**config.mk**
```make
export PLATFORM = sky130hd
export DESIGN_NAME = ifs_irq_flags
export DESIGN_NICKNAME = d
export VERILOG_FILES = /design/src/core/ifs_pkg.sv /design/src/core/ifs_sticky_flags.sv /design/src/core/ifs_limit_check.sv /design/src/core/ifs_irq_flags.sv
export SDC_FILE = /design/constraint.sdc
export NUM_CORES = 1
export LEC_CHECK = 0
export BUFFER_PORTS_ARGS = -buffer_cell sky130_fd_sc_hd__buf_2
export CORE_ASPECT_RATIO = 0.8
export CORE_MARGIN = 8
export CORE_UTILIZATION = 51
export CTS_CLUSTER_SIZE = 30
export DETAILED_ROUTE_END_ITERATION = 16
export MAX_ROUTING_LAYER = met4
export PLACE_DENSITY = 0.85
export REMOVE_ABC_BUFFERS = 1
export SETUP_SLACK_MARGIN = 0.4
export SLEW_MARGIN = 10
export SYNTH_ARGS = -nofsm -noshare
export SYNTH_HDL_FRONTEND = slang
export SYNTH_SLANG_ARGS = --single-unit
```
**constraint.sdc**
```tcl
create_clock -name clk_i -period 5 [get_ports clk_i]
set_input_delay 0.75 -clock clk_i [delete_from_list [all_inputs] [get_ports clk_i]]
set_output_delay 0.75 -clock clk_i [all_outputs]
set_load 0.01 [all_outputs]
```
**src/core/ifs_pkg.sv**
```systemverilog
// Shared constants for the interrupt flag status block
package ifs_pkg;
   localparam int ADDR_W   = 32;
   localparam int DATA_W   = 32;
   localparam int FLAG_W   = 13;
   localparam int SAMPLE_W = 16;
   localparam int CUSTOM_N = 4;

   // Register byte addresses
   localparam logic [ADDR_W-1:0] OFS_FLAGS_A = 32'h0000_3010;
   localparam logic [ADDR_W-1:0] OFS_FLAGS_B = 32'h0000_3014;
   localparam logic [ADDR_W-1:0] OFS_CLEAR_A = 32'h0000_3018;
   localparam logic [ADDR_W-1:0] OFS_CLEAR_B = 32'h0000_301c;
   localparam logic [ADDR_W-1:0] OFS_DELTA   = 32'h0000_3020;
   localparam logic [ADDR_W-1:0] OFS_UPPER   = 32'h0000_3024;
   localparam logic [ADDR_W-1:0] OFS_LOWER   = 32'h0000_3028;

   // Flag bit positions
   localparam int BIT_CONV    = 0;
   localparam int BIT_FOURIER = 1;
   localparam int BIT_SINC2   = 2;
   localparam int BIT_TEMP    = 3;
   localparam int BIT_LOWER   = 4;
   localparam int BIT_UPPER   = 5;
   localparam int BIT_DELTA   = 6;
   localparam int BIT_MEAN    = 7;
   localparam int BIT_VAR     = 8;
   localparam int BIT_CUSTOM0 = 9;

   // Reset values
   localparam logic [FLAG_W-1:0]   RST_FLAGS = 13'h0000;
   localparam logic [SAMPLE_W-1:0] RST_DELTA = 16'hffff;
   localparam logic [SAMPLE_W-1:0] RST_UPPER = 16'hffff;
   localparam logic [SAMPLE_W-1:0] RST_LOWER = 16'h0000;
   localparam logic [DATA_W-1:0]   RST_RDATA = 32'h0000_0000;
endpackage : ifs_pkg

```
**src/core/ifs_sticky_flags.sv**
```systemverilog
// Vector of sticky flags: set wins over clear
`timescale 1ns/10ps
module ifs_sticky_flags #(
   parameter int W = 13
) (
   input  wire logic         clk_i,
   input  wire logic         reset_i,
   input  wire logic [W-1:0] set_i,
   input  wire logic [W-1:0] clear_i,
   output logic      [W-1:0] flags_o
);
   typedef struct packed {
      logic [W-1:0] flags;
   } ifs_sticky_state_t;

   ifs_sticky_state_t st;
   ifs_sticky_state_t next_st;

   always_comb begin
      next_st = st;
      // An event in the clearing cycle survives
      next_st.flags = (st.flags & ~clear_i) | set_i;
   end

   always_ff @(posedge clk_i) begin
      if (reset_i) begin
         st <= '0;
      end else begin
         st <= next_st;
      end
   end

   assign flags_o = st.flags;
endmodule : ifs_sticky_flags

```
**src/core/ifs_limit_check.sv**
```systemverilog
// Conversion limit checks: delta, upper and lower
`timescale 1ns/10ps
module ifs_limit_check #(
   parameter int SW = 16
) (
   input  wire logic          clk_i,
   input  wire logic          reset_i,
   input  wire logic          sample_valid_i,
   input  wire logic [SW-1:0] sample_i,
   input  wire logic [SW-1:0] delta_limit_i,
   input  wire logic [SW-1:0] upper_limit_i,
   input  wire logic [SW-1:0] lower_limit_i,
   output logic               delta_fail_o,
   output logic               upper_fail_o,
   output logic               lower_fail_o
);
   typedef struct packed {
      logic [SW-1:0] prev;
      logic          have_prev;
      logic          delta_fail;
      logic          upper_fail;
      logic          lower_fail;
   } ifs_limit_state_t;

   ifs_limit_state_t st;
   ifs_limit_state_t next_st;
   logic [SW-1:0]    diff;

   always_comb begin
      next_st = st;
      diff = (sample_i >= st.prev) ? sample_i - st.prev : st.prev - sample_i;
      next_st.delta_fail = sample_valid_i && st.have_prev && (diff > delta_limit_i);
      next_st.upper_fail = sample_valid_i && (sample_i > upper_limit_i);
      next_st.lower_fail = sample_valid_i && (sample_i < lower_limit_i);
      if (sample_valid_i) begin
         next_st.prev = sample_i;
         next_st.have_prev = 1'b1;
      end
   end

   always_ff @(posedge clk_i) begin
      if (reset_i) begin
         st <= '0;
      end else begin
         st <= next_st;
      end
   end

   assign delta_fail_o = st.delta_fail;
   assign upper_fail_o = st.upper_fail;
   assign lower_fail_o = st.lower_fail;
endmodule : ifs_limit_check

```
**src/core/ifs_irq_flags.sv**
```systemverilog
// Interrupt flag status block, low thirteen bits, with register port
// Contract
// - Custom interrupts 3..0 show in flag bits 12..9, one meaning asserted.
// - Bit 6 sets when two successive conversions differ by more than the delta limit.
// - Bit 6 stays set until cleared and reads zero only if no delta violation since.
// - Bit 5 sets when a conversion is above the upper limit.
// - Bit 4 sets when a conversion is below the lower limit.
// - Bit 4 is sticky and reads zero only if no low result since the last clear.
// - Bit 3 sets when a temperature result is available.
// - Bit 2 sets when the sinc2 filter has a new result.
// - Bit 1 sets when the Fourier engine has a new result.
// - Bit 0 sets when a new conversion result is available.
// - Two flag registers with the same layout and sources stand at two addresses.
//
// The placing of the registers and the plain strobed port were left to the implementer.
`timescale 1ns/10ps
module ifs_irq_flags (
   input  wire logic                          clk_i,
   input  wire logic                          reset_i,
   input  wire logic [ifs_pkg::ADDR_W-1:0]    addr_i,
   input  wire logic [ifs_pkg::DATA_W-1:0]    wdata_i,
   input  wire logic                          wr_i,
   input  wire logic                          rd_i,
   output logic      [ifs_pkg::DATA_W-1:0]    rdata_o,
   input  wire logic [ifs_pkg::CUSTOM_N-1:0]  custom_irq_i,
   input  wire logic                          variance_ready_i,
   input  wire logic                          mean_ready_i,
   input  wire logic                          temperature_ready_i,
   input  wire logic                          sinc2_ready_i,
   input  wire logic                          fourier_ready_i,
   input  wire logic                          conversion_ready_i,
   input  wire logic [ifs_pkg::SAMPLE_W-1:0]  conversion_data_i,
   output logic      [ifs_pkg::FLAG_W-1:0]    irq_flags_a_o,
   output logic      [ifs_pkg::FLAG_W-1:0]    irq_flags_b_o
);
   typedef struct packed {
      logic [ifs_pkg::DATA_W-1:0]   rdata;
      logic [ifs_pkg::SAMPLE_W-1:0] delta_limit_value;
      logic [ifs_pkg::SAMPLE_W-1:0] upper_limit_value;
      logic [ifs_pkg::SAMPLE_W-1:0] lower_limit_value;
      logic [ifs_pkg::SAMPLE_W-1:0] ast_prev;
      logic                         ast_have;
   } ifs_top_state_t;

   localparam ifs_top_state_t ST_RESET = '{
      rdata:             ifs_pkg::RST_RDATA,
      delta_limit_value: ifs_pkg::RST_DELTA,
      upper_limit_value: ifs_pkg::RST_UPPER,
      lower_limit_value: ifs_pkg::RST_LOWER,
      ast_prev:          '0,
      ast_have:          1'b0
   };

   localparam int PAD_W = ifs_pkg::DATA_W - ifs_pkg::FLAG_W;
   localparam int LIM_PAD_W = ifs_pkg::DATA_W - ifs_pkg::SAMPLE_W;

   ifs_top_state_t             st;
   ifs_top_state_t             next_st;
   logic                       delta_fail;
   logic                       upper_fail;
   logic                       lower_fail;
   logic [ifs_pkg::FLAG_W-1:0] flag_set;
   logic [ifs_pkg::FLAG_W-1:0] clear_a;
   logic [ifs_pkg::FLAG_W-1:0] clear_b;
   logic [ifs_pkg::FLAG_W-1:0] flags_a;
   logic [ifs_pkg::FLAG_W-1:0] flags_b;
   logic [ifs_pkg::SAMPLE_W-1:0] ast_diff;

   ifs_limit_check #(
      .SW (ifs_pkg::SAMPLE_W)
   ) u_limit (
      .clk_i          (clk_i),
      .reset_i        (reset_i),
      .sample_valid_i (conversion_ready_i),
      .sample_i       (conversion_data_i),
      .delta_limit_i  (st.delta_limit_value),
      .upper_limit_i  (st.upper_limit_value),
      .lower_limit_i  (st.lower_limit_value),
      .delta_fail_o   (delta_fail),
      .upper_fail_o   (upper_fail),
      .lower_fail_o   (lower_fail)
   );

   // One event vector feeds both registers so they never disagree on sources
   always_comb begin
      flag_set = '0;
      flag_set[ifs_pkg::BIT_CUSTOM0 +: ifs_pkg::CUSTOM_N] = custom_irq_i;
      flag_set[ifs_pkg::BIT_VAR]     = variance_ready_i;
      flag_set[ifs_pkg::BIT_MEAN]    = mean_ready_i;
      flag_set[ifs_pkg::BIT_DELTA]   = delta_fail;
      flag_set[ifs_pkg::BIT_UPPER]   = upper_fail;
      flag_set[ifs_pkg::BIT_LOWER]   = lower_fail;
      flag_set[ifs_pkg::BIT_TEMP]    = temperature_ready_i;
      flag_set[ifs_pkg::BIT_SINC2]   = sinc2_ready_i;
      flag_set[ifs_pkg::BIT_FOURIER] = fourier_ready_i;
      flag_set[ifs_pkg::BIT_CONV]    = conversion_ready_i;
   end

   assign clear_a = (wr_i && addr_i == ifs_pkg::OFS_CLEAR_A) ? wdata_i[ifs_pkg::FLAG_W-1:0] : '0;
   assign clear_b = (wr_i && addr_i == ifs_pkg::OFS_CLEAR_B) ? wdata_i[ifs_pkg::FLAG_W-1:0] : '0;

   // Each register keeps its own sticky copy so each can be cleared alone
   ifs_sticky_flags #(
      .W (ifs_pkg::FLAG_W)
   ) u_flags_a (
      .clk_i   (clk_i),
      .reset_i (reset_i),
      .set_i   (flag_set),
      .clear_i (clear_a),
      .flags_o (flags_a)
   );

   ifs_sticky_flags #(
      .W (ifs_pkg::FLAG_W)
   ) u_flags_b (
      .clk_i   (clk_i),
      .reset_i (reset_i),
      .set_i   (flag_set),
      .clear_i (clear_b),
      .flags_o (flags_b)
   );

   always_comb begin
      next_st = st;
      next_st.rdata = '0;
      // Flag registers accept no write; only the clear addresses touch them
      if (wr_i) begin
         if (addr_i == ifs_pkg::OFS_DELTA) begin
            next_st.delta_limit_value = wdata_i[ifs_pkg::SAMPLE_W-1:0];
         end else if (addr_i == ifs_pkg::OFS_UPPER) begin
            next_st.upper_limit_value = wdata_i[ifs_pkg::SAMPLE_W-1:0];
         end else if (addr_i == ifs_pkg::OFS_LOWER) begin
            next_st.lower_limit_value = wdata_i[ifs_pkg::SAMPLE_W-1:0];
         end
      end
      if (rd_i) begin
         if (addr_i == ifs_pkg::OFS_FLAGS_A) begin
            next_st.rdata = {{PAD_W{1'b0}}, flags_a};
         end else if (addr_i == ifs_pkg::OFS_FLAGS_B) begin
            next_st.rdata = {{PAD_W{1'b0}}, flags_b};
         end else if (addr_i == ifs_pkg::OFS_DELTA) begin
            next_st.rdata = {{LIM_PAD_W{1'b0}}, st.delta_limit_value};
         end else if (addr_i == ifs_pkg::OFS_UPPER) begin
            next_st.rdata = {{LIM_PAD_W{1'b0}}, st.upper_limit_value};
         end else if (addr_i == ifs_pkg::OFS_LOWER) begin
            next_st.rdata = {{LIM_PAD_W{1'b0}}, st.lower_limit_value};
         end else begin
            next_st.rdata = '0;
         end
      end
      if (conversion_ready_i) begin
         next_st.ast_prev = conversion_data_i;
         next_st.ast_have = 1'b1;
      end
   end

   always_ff @(posedge clk_i) begin
      if (reset_i) begin
         st <= ST_RESET;
      end else begin
         st <= next_st;
      end
   end

   assign rdata_o       = st.rdata;
   assign irq_flags_a_o = flags_a;
   assign irq_flags_b_o = flags_b;

   // Checks below use an independent model of the previous sample
   assign ast_diff = (conversion_data_i >= st.ast_prev) ? conversion_data_i - st.ast_prev
                                                        : st.ast_prev - conversion_data_i;
endmodule : ifs_irq_flags

```
Yosys cells after proc, flatten, opt, wreduce, memory -nomap -nowiden
Cells that the tools add are included.

word-level totals
  word-level logic and storage cells = 55
  memories kept = 0
  bits in read-only memories = 0
  bits in writable memories = 0
  output and inout port bits = 58
  latch bits = 0
  flip-flop bits (word level) = 126

cells by class
  div/mod/pow operators = 0
  add/subtract/negate cells = 2
  shift-type cells = 0
  reduce and logical (&&, ||, !) cells = 12
  bitwise operators = 9
  multipliers = 0
  order comparisons = 4
  eq/ne operators = 7
  muxes and demuxes = 8

operator list
  cell                    count
  $eq A32 B14 Y1 const B  7
  $mux W16                4
  $mux W13                4
  $gt A16 B16 Y1          2
  $sub A16 B16 Y16        2
  $and A13 B13 Y13        2
  $not A13 Y13            2
  $or A13 B13 Y13         2
  $ge A16 B16 Y1          1
  $lt A16 B16 Y1          1
  $logic_and A1 B1 Y1     6
  $reduce_or A6 Y1        1
  $reduce_and A4 Y1       1
  $reduce_or A4 Y1        1
  $not A1 Y1              3
  $reduce_and A3 Y1       1
  $reduce_and A2 Y1       1
  $reduce_or A2 Y1        1

Longest topological paths before layout
Gate-level depths: netlist of the first run.

  depth after elaboration = 6
  depth in mapped cells = 18
  gate-level depth less buffers = 17

Hierarchy
Synthesis of the first run repeated with hierarchy kept, for this count alone.

unflattened totals
  cells, all modules = 947
  area total of the unflattened synthesis = 7837.5 um^2

by module, submodules not included
  module            instances  cells each  area an instance (um^2)  seq. area each (um^2)
  ifs_irq_flags     1          415         3510.9                   1281.2
  ifs_limit_check   1          426         3318.2                   400.4
  ifs_sticky_flags  2          53          504.2                    260.2

Worst setup path before layout of the first run
No wires, ideal clock.

  path type = input -> register
  from = input port conversion_data_i[8] (netlist bit)
  to = register u_limit.st, in the netlist u_limit.delta_fail_o
  slack = 1137 ps
  setup time = 127 ps
  stages on the path = 16
  arrival = 3736 ps
  data required time = 4873 ps
  path through = inv_1 -> ha_1 -> clkbuf_1 -> nand4_1 -> a2111oi_0 -> a211o_1 -> buf_2 -> mux2_2 -> ha_1 -> nor2b_1 -> o21a_1 -> o21a_1 -> o211ai_1 -> a21oi_1 -> o2111ai_1 -> nand3_1

on the way
  longest elaborated chain between the ends = 4

ends and longest elaborated chain
  element                                                    RTL line               source
  from (decl)                                                ifs_irq_flags.sv:32    input wire logic [ifs_pkg::SAMPLE_W-1:0] conversion_data_i,
  $sub A16 B16 Y16 / $ge A16 B16 Y1 (equally long branches)  ifs_limit_check.sv:31  diff = (sample_i >= st.prev) ? sample_i - st.prev : st.prev - sample_i;
  $mux W16 (*)                                               ifs_limit_check.sv:31
  $gt A16 B16 Y1 (*)                                         ifs_limit_check.sv:32  next_st.delta_fail = sample_valid_i && st.have_prev && (diff > delta_limit_i);
  $logic_and A1 B1 Y1 (*)                                    ifs_limit_check.sv:32
  to (signal assigned)                                       ifs_limit_check.sv:45  st <= next_st;
  to (decl)                                                  ifs_limit_check.sv:25  ifs_limit_state_t st;

Every way passes the cells marked *; elsewhere a longest branch is shown, timed or not.
A chain may end at the register's enable or synchronous reset.

Final worst setup path of the first run
  from = input port conversion_data_i[11] (netlist bit)
  to = register u_limit.st, in the netlist u_limit.delta_fail_o

Same word-level chain as after synthesis.

==> results of run 1 <==
-- flip-flops by register name, indices dropped and copies added (netlist names) --
signal and flops:
rdata_o 16, st 48, u_flags_a.flags_o 13, u_flags_b.flags_o 13, u_limit.delta_fail_o 1, u_limit.lower_fail_o 1
u_limit.st 17, u_limit.upper_fail_o 1
-- per-stage QoR --
| stage | setup slack, ps | instance area (sq um) |
|---|---|---|
| 2_1_floorplan | 657 | 6840 |
| 3_3_place_gp | 379 | 7760 |
| 3_5_place_dp | 432 | 7760 |
| 4_1_cts | 768 | 8100 |
| 5_1_grt | 467 | 8100 |
| 6_report | 661 | 8100 |
-- path summary, 6_finish.rpt --
kind,endpoint,slack (ps),start,cells after the start
hold reg to reg,rdata_o[14],460,st[47],2
setup reg to reg,u_limit.delta_fail_o,940,u_limit.st[13],13
setup / recovery,u_limit.delta_fail_o,660,conversion_data_i[11],15
hold / removal,rdata_o[14],460,st[47],2
-- kinds of logic (layout without fill, tap and decap cells) --
group | count (synthesis) | after routing | synth area share
xor+xnor | 14 | 14 | 0.0170
other cells | 1 | 17 | 0.000519
flops | 110 | 110 | 0.305
fa+ha+maj | 80 | 80 | 0.141
compound gates | 222 | 222 | 0.210
mux | 39 | 39 | 0.0544
simple gates | 252 | 252 | 0.165
buf+inv | 163 | 235 | 0.108
-- cells in the mapped netlist, drive strengths merged (3+ instances only) --
library cell / number
o21ai: 24
inv: 89
nor2b: 10
xor2: 5
or4: 3
mux2i: 37
nand2: 57
a21o: 16
clkbuf: 28
a22oi: 15
o32a: 9
buf: 46
o22ai: 5
nor4: 7
o21bai: 4
nor2: 125
o211ai: 4
a211o: 36
nor3: 6
a2111oi: 3
a21oi: 68
nand2b: 5
dfxtp: 110
a211oi: 6
ha: 78
a221oi: 11
nand4: 13
xnor2: 9
o21a: 7
and2: 6
a31oi: 6
nand3: 11
-- final cells by class --
cell class / count / area [sq um]
sequential: 110 / 2200
clock buffer: 9 / 225
timing repair buffer: 130 / 678
inverter: 89 / 334
tap: 184 / 230
fill: 1250 / 5950
multi-input combinational: 623 / 4320
clock inverter: 7 / 114
antenna: 1 / 2.50
-- per-layer routing --
layer,routed length [um],global-route usage,vias to the layer above
met1,8780,0.281,3082
met5,0,-,-
met4,501,0.0755,0
met3,1710,0.0556,41
li1,-,-,3196
met2,9260,0.349,275
-- where the power goes --
part / switching [mW] / leakage (nW) / internal (mW)
clock network: 0.363 / 0.165 / 0.452
registers: 0.0157 / 0.898 / 0.896
logic: 0.254 / 2.67 / 0.170
total: 0.633 / 3.73 / 1.52
-- worst max-delay path, stage by stage --
cell and delay (ps):
buf_2 170, inv_1 70, ha_1 410, nand4_1 300, a2111oi_0 470, a211o_1 460, buf_4 280, mux2_2 360
xnor2_1 120, ha_1 290, a21o_1 190, a221oi_1 240, o21ai_0 150, o2111ai_1 210, nand3_1 100
==> results_dict.tcl, run 1 <==
set metrics [dict create \
    clockBufferDepth 2 \
    cp_data_arrival_time_ps 4580 \
    final_cell_mix "nor2_1, buf_2, dfxtp_1" \
    ios 152 \
    vias 6594 \
    coreArea_sq_um 14100 \
    hold_viol_final 0 \
    cts_sinks 110 \
    dieArea_sq_um 18300 \
    area_growth_pct 12.1 \
    post_cts_resized 0 \
    worst_slew_pin_slew_ps 813 \
    synth_area_leaders "dfxtp_1, ha_1, nor2_1" \
    max-slew-margin-rel 0.458 \
    ys_ff_latch 110 \
    final.setup.tns_ps 0 \
    io_buffers 119 \
    cts_buffers 9 \
    final_common_cell "nor2_1" \
    place_hpwl_um 15200 \
    layout_min_cycle_time_ps 4340 \
    cts_hold_buf 0 \
    drt_iter0_drc 551 \
    status "complete, no violations" \
    worstPathRequired_ps 5240 \
    ys_async_sr_fraction 0 \
    synth.top_cell.area_share 0.305 \
    cts_tree "yes" \
    fin_cells 1153 \
    final_max_slew_viol_count 0 \
    drv_cap 0 \
    leakagePower_nw 3.73 \
    cts-root-buf "clkbuf_16" \
    firstDrtPassIters 6 \
    dp_cells 1136 \
    post_cts.repair.setup_buffers 0 \
    grt_pass1_wl_um 31800 \
    place.gp.congestion 0.946 \
    drive_above_1_share 0.166 \
    hold_ws_ps 455 \
    fin_crit_sh 0.868 \
    path_class "primary input to flop" \
    antenna_found_initial 1 \
    vdd_ir_drop_max_uv 184 \
    hold_class "flop to flop" \
    die_x_um 149 \
    drc 0 \
    clkTransAtPathRegs_ps 80 \
    grt_pass1_vias 6310 \
    finalClockSkew_ps 5.84 \
    htree_levels 3 \
    antenna_left 0 \
    synth_edf_count 0 \
    drt-total-wl_um 20300 \
    cellPowerDensity_nw_per_um2 265 \
    die_h_um 122 \
    initial_utilization 0.514 \
    wl_per_cell_um 17.6 \
    fmax_mhz 230 \
    cp-end-kind "flop" \
    grtUsageTotal 0.225 \
    syn_area_sq_um 7230 \
    cp-start-kind "primary input" \
    ys.flop_type "dfxtp_1" \
    finalSetupViolCount 0 \
    syn_avg_cell_area_sq_um 8.20 \
    fp-row-count 39 \
    ys_types 61 \
    synthCells 881 \
    grt_max_degree 54 \
    rsz0062_at_grt "no" \
    yosys.area.top_type "dfxtp_1" \
    routed_via_density 5.72 \
    yosys_warnings 0 \
    ys_seq_area_frac 0.305 \
    path_max_fanout 12 \
    gr-total-overflow 0 \
    layout.nets 1137 \
    fin_util 0.577 \
    clk_latency_ps 360 \
    power_mw 2.15 \
]
No activity file was read; power rests on OpenSTA's default activity.
==> run 2: changes to the inputs <==
- SYNTH_HIERARCHICAL: unset -> 1
==> run 2 against run 1 <==
Compared with the run above:
- sequential power about the same
- sequential share of layout area down 1.7 points
- synthesized cell count up 7.5%
- routed wire length up 8.7%
- clock power down 12%
- power down 4.4%
- clock skew up 1.9 ps
- hold slack worse by 1.6 ps
- final area up 6.5%
- critical path type unchanged
==> results_dict.tcl, run 2 <==
set metrics [dict create \
    pre_cts_ws_ps 468 \
    die_x_um 155 \
    status "complete, no violations" \
    ys_types 62 \
    initial_utilization 0.522 \
    pwr-share-comb 0.208 \
    area_growth_pct 10.1 \
    worstPathRequired_ps 5250 \
    max-slew-margin-rel 0.218 \
    cp-start-kind "primary input" \
    power_mw 2.06 \
    grt_max_degree 86 \
    grtUsageTotal 0.224 \
    dpl_cell_area_sq_um 8330 \
    synth_edf_count 0 \
    cp_data_arrival_time_ps 4460 \
    cp-end-kind "flop" \
    final_max_slew_viol_count 0 \
    synth_top_cells_by_count "inv_1, dfxtp_1, nor2_1" \
    hold_viol_final 0 \
    post_cts.repair.setup_buffers 0 \
    final_cell_mix "buf_2, inv_1, dfxtp_1" \
    ys_async_sr_fraction 0 \
    syn_avg_cell_area_sq_um 8.28 \
    path_max_fanout 8 \
    leakagePower_nw 4.37 \
    fp-row-count 40 \
    clkTransAtPathRegs_ps 70 \
    drive_above_1_share 0.172 \
    power.net_switching_mw 0.618 \
    yosysMostFrequentCell "inv_1" \
    grt_pass1_wl_um 34500 \
    clk_latency_ps 370 \
    drc 0 \
    drv_cap 0 \
    routed_via_density 5.85 \
    muxShareOfSynthArea 0.0947 \
    path_class "primary input to flop" \
    finalInstanceArea_sq_um 8630 \
    layout.nets 1195 \
    dieArea_sq_um 19600 \
    fillCellCount 1328 \
    syn_area_sq_um 7840 \
    yosys_warnings 6 \
    synth_area_leaders "dfxtp_1, ha_1, mux2i_1" \
    antenna_found_initial 3 \
    ys_ff_latch 110 \
    final_common_cell "buf_2" \
    coreArea_sq_um 15000 \
    clockBufferDepth 2 \
    post_cts_resized 0 \
    ys_seq_area_frac 0.281 \
    synthAdderAreaFrac 0.130 \
    p_sw_frac 0.301 \
    vdd_ir_drop_max_uv 165 \
    synth_compound_area_frac 0.188 \
    layout_min_cycle_time_ps 4210 \
    drt_iter0_drc 599 \
    largest_register_ffs 48 \
    yosys.area.top_type "dfxtp_1" \
    intPower_mw 1.44 \
    place.gp.congestion 0.910 \
    cts_buffers 9 \
    gr-total-overflow 0 \
    worst_slew_pin_slew_ps 1170 \
    synth_xor_area_frac 0.0168 \
    finalSetupViolCount 0 \
    power_frac_clock 0.347 \
    p_seq_frac 0.445 \
    cts_sinks 110 \
    drt-total-wl_um 22000 \
    fmax_mhz 237 \
    synth_top_family_by_area "compound AO/OA/AOI/OAI gates" \
    place_hpwl_um 16300 \
    firstDrtPassIters 12 \
    cellPowerDensity_nw_per_um2 238 \
    grt_pass1_vias 6882 \
    wl_per_cell_um 18.1 \
    vias 7127 \
    antenna_left 0 \
    cts_tree "yes" \
    synth.top_cell.area_share 0.281 \
    cts-root-buf "clkbuf_16" \
    ios 152 \
    htree_levels 3 \
    largest_register "st" \
    setup_slack_ps 786 \
    ys.flop_type "dfxtp_1" \
    synthSimpleGateAreaFrac 0.172 \
    fin_crit_sh 0.843 \
    finalClockSkew_ps 7.72 \
    final.setup.tns_ps 0 \
    rsz0062_at_grt "no" \
    io_buffers 119 \
    cts_hold_buf 0 \
    die_h_um 127 \
    synthCells 947 \
    hold_class "flop to flop" \
]
-- run 2: cell types whose count changed in the layout (fill, tap and decap cells not counted), moves of 18 or more --
cell | before | now
nor2_1 | 124 | 86
a211o_1 | 36 | 0
mux2i_1 | 37 | 73
nand2b_1 | 5 | 32
nand2_1 | 56 | 30
and2_1 | 5 | 29
inv_1 | 89 | 111
a21oi_2 | 0 | 20
o31ai_1 | 1 | 19
-- run 2: worst max-delay path: stages --
cell,delay [ps]
buf_2,120
inv_1,80
ha_1,140
inv_1,60
fa_1,380
a21o_1,180
a311o_1,420
a31oi_2,310
o21a_1,430
mux2_2,400
ha_1,290
nor2b_1,110
o21ai_0,80
nand2b_1,80
a21oi_1,80
o21ai_0,160
a21oi_1,90
nor4b_1,300
-- run 2: logic make-up after synthesis --
| group | count (synthesis) |
|---|---|
| xor+xnor | 15 |
| fa+ha+maj | 80 |
| simple gates | 256 |
| flops | 110 |
| compound gates | 217 |
| other cells | 1 |
| mux | 74 |
| buf+inv | 194 |
-- run 2: power by group through the flow --
stage | logic (mW) | clock network (mW) | registers [mW]
after global placement | 0.409 | 0 | 0.933
after floorplan | 0.263 | 0 | 0.937
after global routing | 0.472 | 0.757 | 0.917
after detailed placement | 0.418 | 0 | 0.934
final | 0.428 | 0.714 | 0.914
after CTS | 0.422 | 0.719 | 0.914
-- run 2: cell type report --
type                            count  area, sq um  share of cell area
Timing Repair Buffer              130          681              0.0789
Antenna cell                        3         7.51            0.000870
Sequential cell                   110         2200               0.255
Inverter                          112          420              0.0487
Clock inverter                      4         30.0             0.00348
Tap cell                          189          236              0.0274
Clock buffer                       12          256              0.0297
Multi-Input combinational cell    658         4790               0.556
-- run 2: per-layer routing --
metal  global-route usage  up-vias  routed length [um]
li1                     -     3398                   -
met1                0.288     3339                9990
met2                0.327      347                9460
met3               0.0604       43                1990
met4               0.0926        0                 565
met5                    -        -                   0
-- run 2: final timing paths --
path                                            from                   end  slack [ps]  cells after the start
worst max-delay path            conversion_data_i[0]  u_limit/delta_fail_o         790                     18
worst min-delay path            u_limit/lower_fail_o  u_flags_b/flags_o[4]         450                      2
worst min register to register  u_limit/lower_fail_o  u_flags_b/flags_o[4]         450                      2
worst max register to register         u_limit/st[5]  u_limit/delta_fail_o         990                     15
-- run 2: per-stage QoR --
stage                     hold slack [ps]  instances   util
after global routing                  462       1218  0.575
after floorplan                       426        880      -
after detailed placement              441       1199  0.555
final                                 454       1218  0.575
after CTS                             451       1215  0.574
after global placement                439       1199  0.555
